`config.mk`:
```
export PLATFORM = sky130hd
export DESIGN_NAME = vpe_voltage_protect
export DESIGN_NICKNAME = d
export VERILOG_FILES = /design/src/common/vpe_pkg.sv /design/src/logic/vpe_voltage_protect.sv
export VERILOG_INCLUDE_DIRS = /design/src /design/src/common
export SDC_FILE = /design/constraint.sdc
export NUM_CORES = 2
export LEC_CHECK = 0
export BUFFER_PORTS_ARGS = -buffer_cell sky130_fd_sc_hd__buf_2
export CORE_MARGIN = 5
export CORE_UTILIZATION = 45
export DETAILED_ROUTE_END_ITERATION = 12
export GPL_TIMING_DRIVEN = 0
export PLACE_DENSITY = 0.62
export SLEW_MARGIN = 20
export SYNTH_ARGS = -nofsm -noshare
export SYNTH_HDL_FRONTEND = slang
export SYNTH_SLANG_ARGS = --single-unit
export TNS_END_PERCENT = 100
```
`constraint.sdc`:
```
create_clock -name clk -period 9.84 [get_ports clk]
set_input_delay 0.984 -clock clk [delete_from_list [all_inputs] [get_ports clk]]
set_output_delay 0.984 -clock clk [all_outputs]
set_load 0.02 [all_outputs]
```
`src/common/vpe_defs.svh`:
```
// Offsets, field positions, reset values and timing counts of the voltage elements
`ifndef VPE_DEFS_SVH
`define VPE_DEFS_SVH
// ************************************************************
// Register word offsets
// ************************************************************
`define VPE_A_CFG 5'h00
`define VPE_A_RATED 5'h01
`define VPE_A_FLC1 5'h02
`define VPE_A_FLC2 5'h03
`define VPE_A_UVSTART 5'h04
`define VPE_A_UVRUN 5'h05
`define VPE_A_OVLVL 5'h06
`define VPE_A_CTL0 5'h07
`define VPE_A_DLY0 5'h0C
`define VPE_A_STATUS 5'h10
`define VPE_A_CMD 5'h11
// ************************************************************
// Field positions
// ************************************************************
`define VPE_CFG_UVSTOP 0
`define VPE_CFG_TWOSPD 1
`define VPE_CFG_SEQ1 2
`define VPE_CFG_SEQ2 3
`define VPE_CFG_VTW_LO 4
`define VPE_CMD_CLR 0
// ************************************************************
// Reset values
// ************************************************************
`define VPE_RST_CFG 16'h0000
`define VPE_RST_RATED 16'h1000
`define VPE_RST_FLC 16'h0100
`define VPE_RST_UV 16'h5055
`define VPE_RST_OV 16'h6E69
`define VPE_RST_CTL 16'h0004
`define VPE_RST_DLY_ALM 12'h01E
`define VPE_RST_DLY_TRP 12'h00A
// ************************************************************
// Timing
// ************************************************************
`define VPE_CLK_HZ 50000000
`define VPE_TICK_MS 100
`define VPE_TICK_CYC (`VPE_CLK_HZ / 1000 * `VPE_TICK_MS)
`define VPE_REV_MS 600
`define VPE_REV_TICKS 12'(`VPE_REV_MS / `VPE_TICK_MS)
`endif

```
`src/common/vpe_pkg.sv`:
```
// Types shared by the voltage protection elements
package vpe_pkg;
   // Stage output mode
   typedef enum logic [1:0] {
      VPE_OFF = 2'h0,
      VPE_LATCH = 2'h1,
      VPE_UNLATCH = 2'h2
   } vpe_mode_e;
   // Per-stage settings
   typedef struct packed {
      logic [11:0] dly;
      logic ev;
      logic [2:0] rly;
      vpe_mode_e mode;
   } vpe_stage_s;
   // Measurement bundle, same clock domain
   typedef struct packed {
      logic [15:0] v_ab;
      logic [15:0] v_bc;
      logic [15:0] v_ca;
      logic [15:0] i_mag;
      logic v_rot;
      logic i_rot;
   } vpe_meas_s;
   // Relay drive bundle
   typedef struct packed {
      logic trip;
      logic alarm;
      logic aux_one;
      logic aux_two;
   } vpe_relay_s;
   // Whole module state
   typedef struct packed {
      logic [15:0] cfg;
      logic [15:0] rated;
      logic [15:0] flc1;
      logic [15:0] flc2;
      logic [15:0] uvs;
      logic [15:0] uvr;
      logic [15:0] ov;
      vpe_stage_s [4:0] stg;
      logic [4:0][11:0] cnt;
      logic [4:0] op;
      logic [22:0] pre;
      logic tick;
      logic [1:0] brk_s;
      logic [1:0] opt_s;
      logic [15:0] rdata;
      vpe_relay_s rly;
      logic start_block;
      logic [1:0] evt;
   } vpe_state_s;
endpackage

```
`src/logic/vpe_voltage_protect.sv`:
```
// Under/overvoltage and phase reversal protection with register port
`timescale 1ns/100ps
`include "vpe_defs.svh"
module vpe_voltage_protect #(
   parameter int TICK_CYC = `VPE_TICK_CYC
) (
   // Clock and reset
   input wire logic clk,
   input wire logic rst_n,
   // Register port
   input wire logic [4:0] addr,
   input wire logic [15:0] wdata,
   input wire logic wr,
   input wire logic rd,
   output logic [15:0] rdata,
   // Measurements and motor state
   input wire vpe_pkg::vpe_meas_s meas,
   input wire logic motor_running,
   input wire logic motor_starting,
   input wire logic speed_two,
   // Pins
   input wire logic breaker_closed,
   input wire logic metering_fitted,
   // Outputs
   output vpe_pkg::vpe_relay_s relays,
   output logic start_block,
   output logic [1:0] alarm_event
);
   // ************************************************************
   // State
   // ************************************************************
   vpe_pkg::vpe_state_s st_q, st_d;
   // Per-phase line-to-line magnitude times 100
   logic [2:0][22:0] v100;
   // Voltage level of each pickup times rated
   logic [23:0] lvl_uva, lvl_uvt, lvl_ova, lvl_ovt;
   // Per-stage pickup, expiry and next values
   logic [4:0] pick, expire, op_nx;
   logic [4:0][11:0] cnt_nx;
   // Qualifiers
   logic enable, stopped, uv_ok, v_high, i_armed;
   logic [15:0] flc;
   logic seq_i, rev;
   logic [2:0] uv_a, uv_t, ov_a, ov_t;
   logic clr;

   // ************************************************************
   // Measurement compare
   // ************************************************************
   // Only line-to-line inputs exist, whatever the sensor wiring
   assign v100[0] = meas.v_ab * 7'h64;
   assign v100[1] = meas.v_bc * 7'h64;
   assign v100[2] = meas.v_ca * 7'h64;
   // Threshold held in hundredths, scaled by nameplate voltage
   assign lvl_uva = (motor_starting ? st_q.uvs[7:0] : st_q.uvr[7:0])
      * st_q.rated;
   assign lvl_uvt = (motor_starting ? st_q.uvs[15:8] : st_q.uvr[15:8])
      * st_q.rated;
   assign lvl_ova = st_q.ov[7:0] * st_q.rated;
   assign lvl_ovt = st_q.ov[15:8] * st_q.rated;

   // Per-phase compare, any phase qualifies
   genvar p;
   generate
      for (p = 0; p < 3; p++) begin : g_ph
         assign uv_a[p] = {1'b0, v100[p]} < lvl_uva;
         assign uv_t[p] = {1'b0, v100[p]} < lvl_uvt;
         assign ov_a[p] = {1'b0, v100[p]} > lvl_ova;
         assign ov_t[p] = {1'b0, v100[p]} > lvl_ovt;
      end
   endgenerate

   // ************************************************************
   // Qualifiers
   // ************************************************************
   // Voltage elements need the option and a wiring setting
   assign enable = st_q.opt_s[1]
      && (st_q.cfg[`VPE_CFG_VTW_LO+1:`VPE_CFG_VTW_LO] != 2'h0);
   // Stopped: no current and breaker open
   assign stopped = (meas.i_mag == 16'h0000) && !st_q.brk_s[1];
   // Stopped motor inhibits only when the setting says No
   assign uv_ok = !stopped || st_q.cfg[`VPE_CFG_UVSTOP];
   // All three above half rated selects voltage rotation
   // Per phase: v*2 > rated, so no divider is needed
   logic [2:0] vh;
   generate
      for (p = 0; p < 3; p++) begin : g_vh
         assign vh[p] = {meas.v_ab, 1'b0} > 17'(st_q.rated)
            && p == 0 || {meas.v_bc, 1'b0} > 17'(st_q.rated) && p == 1
            || {meas.v_ca, 1'b0} > 17'(st_q.rated) && p == 2;
      end
   endgenerate
   // One low phase drops back to the current path
   assign v_high = &vh;
   // Load setting of the active speed
   assign flc = (st_q.cfg[`VPE_CFG_TWOSPD] && speed_two)
      ? st_q.flc2 : st_q.flc1;
   // Current above 5% of full load current: i*20 > flc
   // One spare bit keeps a full-scale current from wrapping the sum
   assign i_armed = ({1'b0, meas.i_mag, 4'h0} + {3'h0, meas.i_mag, 2'h0})
      > {5'h00, flc};
   // Current sequence reference per speed
   assign seq_i = (st_q.cfg[`VPE_CFG_TWOSPD] && speed_two)
      ? st_q.cfg[`VPE_CFG_SEQ2] : st_q.cfg[`VPE_CFG_SEQ1];
   // Voltage path ignores currents and speed
   assign rev = v_high ? (meas.v_rot != st_q.cfg[`VPE_CFG_SEQ1])
      : (i_armed && meas.i_rot != seq_i);

   // Pickup per stage: uv alarm, uv trip, ov alarm, ov trip, reversal
   assign pick[0] = enable && uv_ok && (|uv_a);
   assign pick[1] = enable && uv_ok && (|uv_t);
   assign pick[2] = enable && (|ov_a);
   assign pick[3] = enable && (|ov_t);
   assign pick[4] = rev;
   // Latched clear strobe
   assign clr = wr && addr == `VPE_A_CMD && wdata[`VPE_CMD_CLR];

   // ************************************************************
   // Stage timers, one per stage
   // ************************************************************
   genvar k;
   generate
      for (k = 0; k < 5; k++) begin : g_stg
         logic [11:0] dly;
         logic on;
         // Reversal uses a fixed delay inside the trip window
         assign dly = (k == 4) ? `VPE_REV_TICKS : st_q.stg[k].dly;
         assign on = pick[k] && st_q.stg[k].mode != vpe_pkg::VPE_OFF;
         assign expire[k] = on && st_q.cnt[k] >= dly;
         // Counter restarts whenever pickup drops
         always_comb begin
            if (!on) begin
               cnt_nx[k] = 12'h000;
            end else if (st_q.tick && st_q.cnt[k] < dly) begin
               cnt_nx[k] = st_q.cnt[k] + 12'h001;
            end else begin
               cnt_nx[k] = st_q.cnt[k];
            end
         end
         // Operation: latched holds until clear, expiry wins
         always_comb begin
            case (st_q.stg[k].mode)
               vpe_pkg::VPE_LATCH: begin
                  op_nx[k] = expire[k] || (st_q.op[k] && !clr);
               end
               vpe_pkg::VPE_UNLATCH: begin
                  op_nx[k] = expire[k];
               end
               default: begin
                  op_nx[k] = 1'b0;
               end
            endcase
         end
      end
   endgenerate

   // ************************************************************
   // Next state
   // ************************************************************
   // Register writes, timers, sync and outputs
   always_comb begin
      st_d = st_q;
      // Pin synchronisers
      st_d.brk_s = {st_q.brk_s[0], breaker_closed};
      st_d.opt_s = {st_q.opt_s[0], metering_fitted};
      // Shared 100 ms tick
      if (st_q.pre >= 23'(TICK_CYC - 1)) begin
         st_d.pre = 23'h000000;
         st_d.tick = 1'b1;
      end else begin
         st_d.pre = st_q.pre + 23'h000001;
         st_d.tick = 1'b0;
      end
      st_d.cnt = cnt_nx;
      st_d.op = op_nx;
      // Writes; pickups in hundredths, delays in tenths
      if (wr) begin
         case (addr)
            `VPE_A_CFG: st_d.cfg = wdata;
            `VPE_A_RATED: st_d.rated = wdata;
            `VPE_A_FLC1: st_d.flc1 = wdata;
            `VPE_A_FLC2: st_d.flc2 = wdata;
            `VPE_A_UVSTART: st_d.uvs = wdata;
            `VPE_A_UVRUN: st_d.uvr = wdata;
            `VPE_A_OVLVL: st_d.ov = wdata;
            default: begin
               // Stage control and delay words
               for (int i = 0; i < 5; i++) begin
                  if (addr == `VPE_A_CTL0 + 5'(i)) begin
                     st_d.stg[i].mode = vpe_pkg::vpe_mode_e'(wdata[1:0]);
                     st_d.stg[i].rly = wdata[4:2];
                     st_d.stg[i].ev = wdata[5];
                  end
                  if (i < 4 && addr == `VPE_A_DLY0 + 5'(i)) begin
                     st_d.stg[i].dly = wdata[11:0];
                  end
               end
            end
         endcase
      end
      // Read data stands one cycle after the strobe
      st_d.rdata = 16'h0000;
      if (rd) begin
         case (addr)
            `VPE_A_CFG: st_d.rdata = st_q.cfg;
            `VPE_A_RATED: st_d.rdata = st_q.rated;
            `VPE_A_FLC1: st_d.rdata = st_q.flc1;
            `VPE_A_FLC2: st_d.rdata = st_q.flc2;
            `VPE_A_UVSTART: st_d.rdata = st_q.uvs;
            `VPE_A_UVRUN: st_d.rdata = st_q.uvr;
            `VPE_A_OVLVL: st_d.rdata = st_q.ov;
            `VPE_A_STATUS: st_d.rdata = {6'h00, stopped, enable,
               3'h0, st_q.op};
            default: begin
               for (int i = 0; i < 5; i++) begin
                  if (addr == `VPE_A_CTL0 + 5'(i)) begin
                     st_d.rdata = {10'h000, st_q.stg[i].ev,
                        st_q.stg[i].rly, st_q.stg[i].mode};
                  end
                  if (i < 4 && addr == `VPE_A_DLY0 + 5'(i)) begin
                     st_d.rdata = {4'h0, st_q.stg[i].dly};
                  end
               end
            end
         endcase
      end
      // Relay map: bit0 main, bit1 aux one, bit2 aux two
      st_d.rly.alarm = (op_nx[0] && st_q.stg[0].rly[0])
         || (op_nx[2] && st_q.stg[2].rly[0]);
      st_d.rly.trip = (op_nx[1] && st_q.stg[1].rly[0])
         || (op_nx[3] && st_q.stg[3].rly[0])
         || (op_nx[4] && st_q.stg[4].rly[0]);
      st_d.rly.aux_one = 1'b0;
      st_d.rly.aux_two = 1'b0;
      for (int i = 0; i < 5; i++) begin
         st_d.rly.aux_one = st_d.rly.aux_one
            || (op_nx[i] && st_q.stg[i].rly[1]);
         st_d.rly.aux_two = st_d.rly.aux_two
            || (op_nx[i] && st_q.stg[i].rly[2]);
      end
      // Reversal trip also blocks starting
      st_d.start_block = op_nx[4];
      // Event pulse on each new alarm operation when enabled
      st_d.evt[0] = op_nx[0] && !st_q.op[0] && st_q.stg[0].ev;
      st_d.evt[1] = op_nx[2] && !st_q.op[2] && st_q.stg[2].ev;
   end

   // ************************************************************
   // Registers
   // ************************************************************
   // Defaults per stage applied on reset
   always_ff @(posedge clk or negedge rst_n) begin
      if (!rst_n) begin
         st_q <= '0;
         st_q.rated <= `VPE_RST_RATED;
         st_q.flc1 <= `VPE_RST_FLC;
         st_q.flc2 <= `VPE_RST_FLC;
         st_q.uvs <= `VPE_RST_UV;
         st_q.uvr <= `VPE_RST_UV;
         st_q.ov <= `VPE_RST_OV;
         for (int i = 0; i < 5; i++) begin
            st_q.stg[i].rly <= 3'(`VPE_RST_CTL >> 2);
            st_q.stg[i].dly <= (i % 2 == 0) ? `VPE_RST_DLY_ALM
               : `VPE_RST_DLY_TRP;
         end
      end else begin
         st_q <= st_d;
      end
   end

   // Outputs straight from flops
   assign rdata = st_q.rdata;
   assign relays = st_q.rly;
   assign start_block = st_q.start_block;
   assign alarm_event = st_q.evt;
endmodule

```
Word level (Yosys, flattened, before mapping):

Cells that the tools add are included.
W data, S select, Z words.

* add/subtract/negate cells: 7
* $lt $le $gt $ge: 27
* multipliers: 7
* equal/unequal tests: 34
* bitwise gates (word level): 1
* reductions and logical operators: 102
* multiplexer cells: 32

Operators by type and width (number)
* $mux W16: 10
* $gt A23 B24 Y1: 6
* $lt A23 B24 Y1: 6
* $pmux W16 S8: 1
* $mux W12: 10
* $mul A8 B16 Y24: 4
* $mul A16 B5 Y21 const B: 3
* $add A12 B1 Y12 const B: 5
* $gt A17 B16 Y1: 3
* $logic_and A1 B1 Y1: 50
* $ge A12 B12 Y1: 4
* $lt A12 B12 Y1: 4
* $eq A5 B4 Y1 const B: 8
* $reduce_and A3 Y1: 10
* $mux W24: 1
* $add A23 B1 Y23 const B: 1
* $ge A23 B23 Y1 const B: 1
* $add A20 B18 Y21: 1
* $gt A21 B16 Y1: 1
* $eq A5 B3 Y1 const B: 4
* $logic_or A1 B1 Y1: 17
* $logic_not A16 Y1: 1
* $mux W8: 2
* $reduce_and A2 Y1: 7
* other kinds (18): 50

* register bits: 306

Depth between registers and ports, before layout:

* depth in word-level cells: 15
* mapped depth: 34
* mapped depth without buffers: 32

Worst setup path after synthesis:

No wires, ideal clock.

* kind: input to register
* start point: in motor_starting
* end point: reg st_q, in the netlist alarm_event[0]
* arrival: 8.343 ns
* required time: 9.773 ns
* cell stages on the path: 30
* path slack: 1.430 ns
* buffers on the path: 3
* setup time: 0.067 ns
* path through: buf_4 > clkbuf_1 > mux2i_1 > clkbuf_1 > nor2_1 > fa_1 > fa_1 > fa_1 > inv_1 > fa_1 > inv_1 > ha_1 > a211oi_1 > nor2b_1 > a21boi_1 > nor4_1 > o21bai_1 > a21boi_0 > or2_2 > a21o_1 > a21oi_1 > xor2_1 > ha_1 > and3_1 > o221a_2 > a221oi_1 > o21ai_0 > a311o_2 > nor3_4 > and3b_1

RTL lines
* from (decl): line vpe_voltage_protect.sv:19 `input wire logic motor_starting,`
* to (signal assigned): line vpe_voltage_protect.sv:267 `st_q <= st_d;`
* to (decl): line vpe_voltage_protect.sv:32 `vpe_pkg::vpe_state_s st_q, st_d;`

==> impl_results.md <==
- RSZ-0062 raised after global routing: false
- Warnings from Yosys: 0
- Residual DRC: 0
- Synth top area share: 20.6%
- Most common cell after layout, fill and taps aside: ha_1
- Crit end category: flop
- Drt first-iter violations: 2910
- Setup clock skew after layout: 0.0282 ns
- Setup TNS Final: 0 ns
- # nets final: 6144
- Max-slew violations: 0
- H-tree depth: 1
- Seq cells post-synth: 305
- Initial antenna violation count: 10
- R2r setup slk: 0.43 ns
- Main synth FF type: dfrtp_1
- Lkg Pwr: 23.5 nW
- Die ar.: 103000 µm²
- Gate count of the mapped netlist: 4810
- Post-CTS Hold Buffers: 0
- R2r worst-path depth: 29
- Global-route wire length before repair: 216000 µm
- Inserted Clock Buffers: 29
- GRT Overall Usage: 26.7%
- Highest clock rate: 0.106 GHz
- Final WL: 140000 µm
- Ys async rst share: 100%
- Worst slew pin tran: 1.26 ns
- Number of vias per cell: 5.71
- Port Buf Inserts: 114
- Clock transition at path regs: 0.07 ns
- Mapped Nets: 5992
- Hold Fails Final Rpt: 0
- EDFF count, synth: 0
- Worst r2r src: st_q[293]$_DFFE_PN0P_
- Synth cell types: 91
- Most frequent cells in the layout: ha_1, inv_1, nor2_1, fa_1, nand2_1
- Latest clock arrival within the worst-skew pair: 0.59 ns
- Worst-case vdd ir drop: 0.000144 V
- Worst Path Max Fanout: 12
- Clock Root Buffer: clkbuf_16
- Row count: 114
- Largest net degree at the start of global routing: 96
- Clock Path Buffers: 3
- Worst min path class: in -> async
- Vias in the first global route: 35912
- Clk sink count: 305
- DR WL/cell: 22.3 µm
- Worst Path Arrival: 9.83 ns
- # IOs: 119
- Reg-to-reg critical path endpoint: relays[3]$_DFF_PN0_
- CP Launch Type: flop
- Period minus WS final: 9.41 ns
- DR pass1 iterations: 8
- Final HPWL DP: 114000 µm
- Crit Path Class: reg -> reg
- GR Overflow Total: 0
- Core area: 96400 µm²
- Setup violators final: 0
- CP max-delay cell: clkbuf_1
- Pwr per Cell Area: 257 nW/µm²
- Die height: 321 µm
- Area leader, netlist: ha_1
- Netlist Area Pre-Place: 43600 µm²
- Tcrit/Tclk final: 95.6%
- Outcome: complete, no violations
- Relative slew slack: 15.8%
- Routability cong.: 0.992
- # placed instances: 6206
- Post-synthesis sequential area ratio: 17.6%
- Layout cell share with drive strength beyond 1: 9.65%
- Area Overhead vs Synth: 7.69%
- Largest cells by area after synthesis: ha_1, fa_1, dfrtp_1, inv_1, mux2_2
- CP peak stage delay: 0.58 ns
- CTS tree: done
- Max-cap violations: 0
- Post-route insts no fill: 6265
- Post-synthesis area per instance: 9.06 µm²
- DIE WIDTH: 321 µm
- Post-CTS Setup Repair Bufs: 0
- DRT antenna net count: 0
- DR vias: 35788
- Required @ worst endpoint: 10.26 ns
- Starting Density: 45.2%
report_power, final:
part / leakage (nW) / total, W / switching (W) / internal (W)
sequential: 3.91 / 0.00166 / 0.000226 / 0.00143
clock: 0.460 / 0.00112 / 0.000536 / 0.000586
combinational: 19.1 / 0.00925 / 0.00572 / 0.00353
per-layer routing:
metal / wire length (µm) / track usage [%] / part of all wire, %
met3: 8990 / 3.70 / 6.4
met5: 35 / 0 / 0.025
met2: 64400 / 44.7 / 46
met4: 6470 / 9.97 / 4.6
met1: 59800 / 35.5 / 43
worst max-delay path by stage:
stage	to	slack (ns)	cells after the start	startpoint
3_3_place_gp	relays[3]$_DFF_PN0_	-0.77	30	motor_starting
5_1_grt	relays[0]$_DFF_PN0_	0.06	29	st_q[286]$_DFFE_PN0P_
2_1_floorplan	alarm_event[0]$_DFF_PN0_	1.43	30	motor_starting
3_5_place_dp	relays[3]$_DFF_PN0_	-0.86	30	motor_starting
6_report	relays[3]$_DFF_PN0_	0.43	29	st_q[293]$_DFFE_PN0P_
4_1_cts	relays[3]$_DFF_PN0_	0.07	30	motor_starting
metrics by stage:
step / instance area (µm²) / hold WS [ns] / total power, W / util (%) / setup WS, ns
final: 46900 / 0.338 / 0.0120 / 48.7 / 0.434
after global routing: 46900 / 0.371 / 0.0132 / 48.6 / 0.0617
after CTS: 46900 / 0.343 / 0.0119 / 48.6 / 0.0697
after detailed placement: 45900 / 0.337 / 0.0107 / 47.6 / -0.859
after global placement: 45700 / 0.334 / 0.0105 / 47.4 / -0.771
after floorplan: 43600 / 0.331 / 0.00798 / - / 1.43
registers in the layout (all words and copies together), names as in the netlist:
register / flops
alarm_event: 2
g_stg.dly: 48
rdata: 16
relays: 4
st_d: 2
st_q: 233
synthesized netlist by cell type, types with 17 or more instances:
library cell and number:
ha_1 716, inv_1 707, nor2_1 371, fa_1 370, nand2_1 316, dfrtp_1 264, a21oi_1 192, and2_1 187
mux2_2 187, o21ai_0 162, clkbuf_1 137, a21o_1 102, xnor2_1 95, xor2_1 87, nand3_1 74, nand4_1 69
nor3_1 53, mux2i_1 47, nand2b_1 47, a31oi_1 41, dfstp_2 41, nor2b_1 41, a211oi_1 37, a22oi_1 35
o21a_1 33, and3_1 31, o211ai_1 28, or3_1 24, buf_4 23, a211o_1 20, nor4_1 20, a221oi_1 19
o21bai_1 19, a222oi_1 17
cell type report:
type                            instances  area (µm²)
Antenna cell                            5        12.5
Clock buffer                           38         800
Buffer                                168         727
Timing Repair Buffer                  121         694
Clock inverter                         15         125
Sequential cell                       305        7680
Fill cell                            9353       49500
Tap cell                             1276        1600
Multi-Input combinational cell       3626       32600
Inverter                              711        2670
kinds of logic (layout without fill, tap and decap cells):
family | after synthesis | in the layout | synth area share [%]
AO/OA/AOI/OAI | 844 | 844 | 13.1
XOR/XNOR | 182 | 182 | 3.66
adder cells (fa/ha/maj) | 1087 | 1087 | 37.6
buffers and inverters | 879 | 1053 | 7.78
flip-flops | 305 | 305 | 17.6
multiplexers | 235 | 235 | 5.95
other | 0 | 5 | 0
AND/OR/NAND/NOR | 1278 | 1278 | 14.3
repair_timing:
item,4_1_cts,5_1_grt
endpoints found under the hold margin,0,0
endpoints found under the setup margin,2,19
resized for setup,2,12
pin swaps,0,0
critical path: cells and delay by family (launching register included):
kind            cells  cell delay [ns]
compound gates     13             3.15
simple gates        3             0.46
flops               1             0.32
buf+inv             5             1.65
xor+xnor            1             0.44
fa+ha+maj           7             3.20
Power figures use the tool's default switching activity.
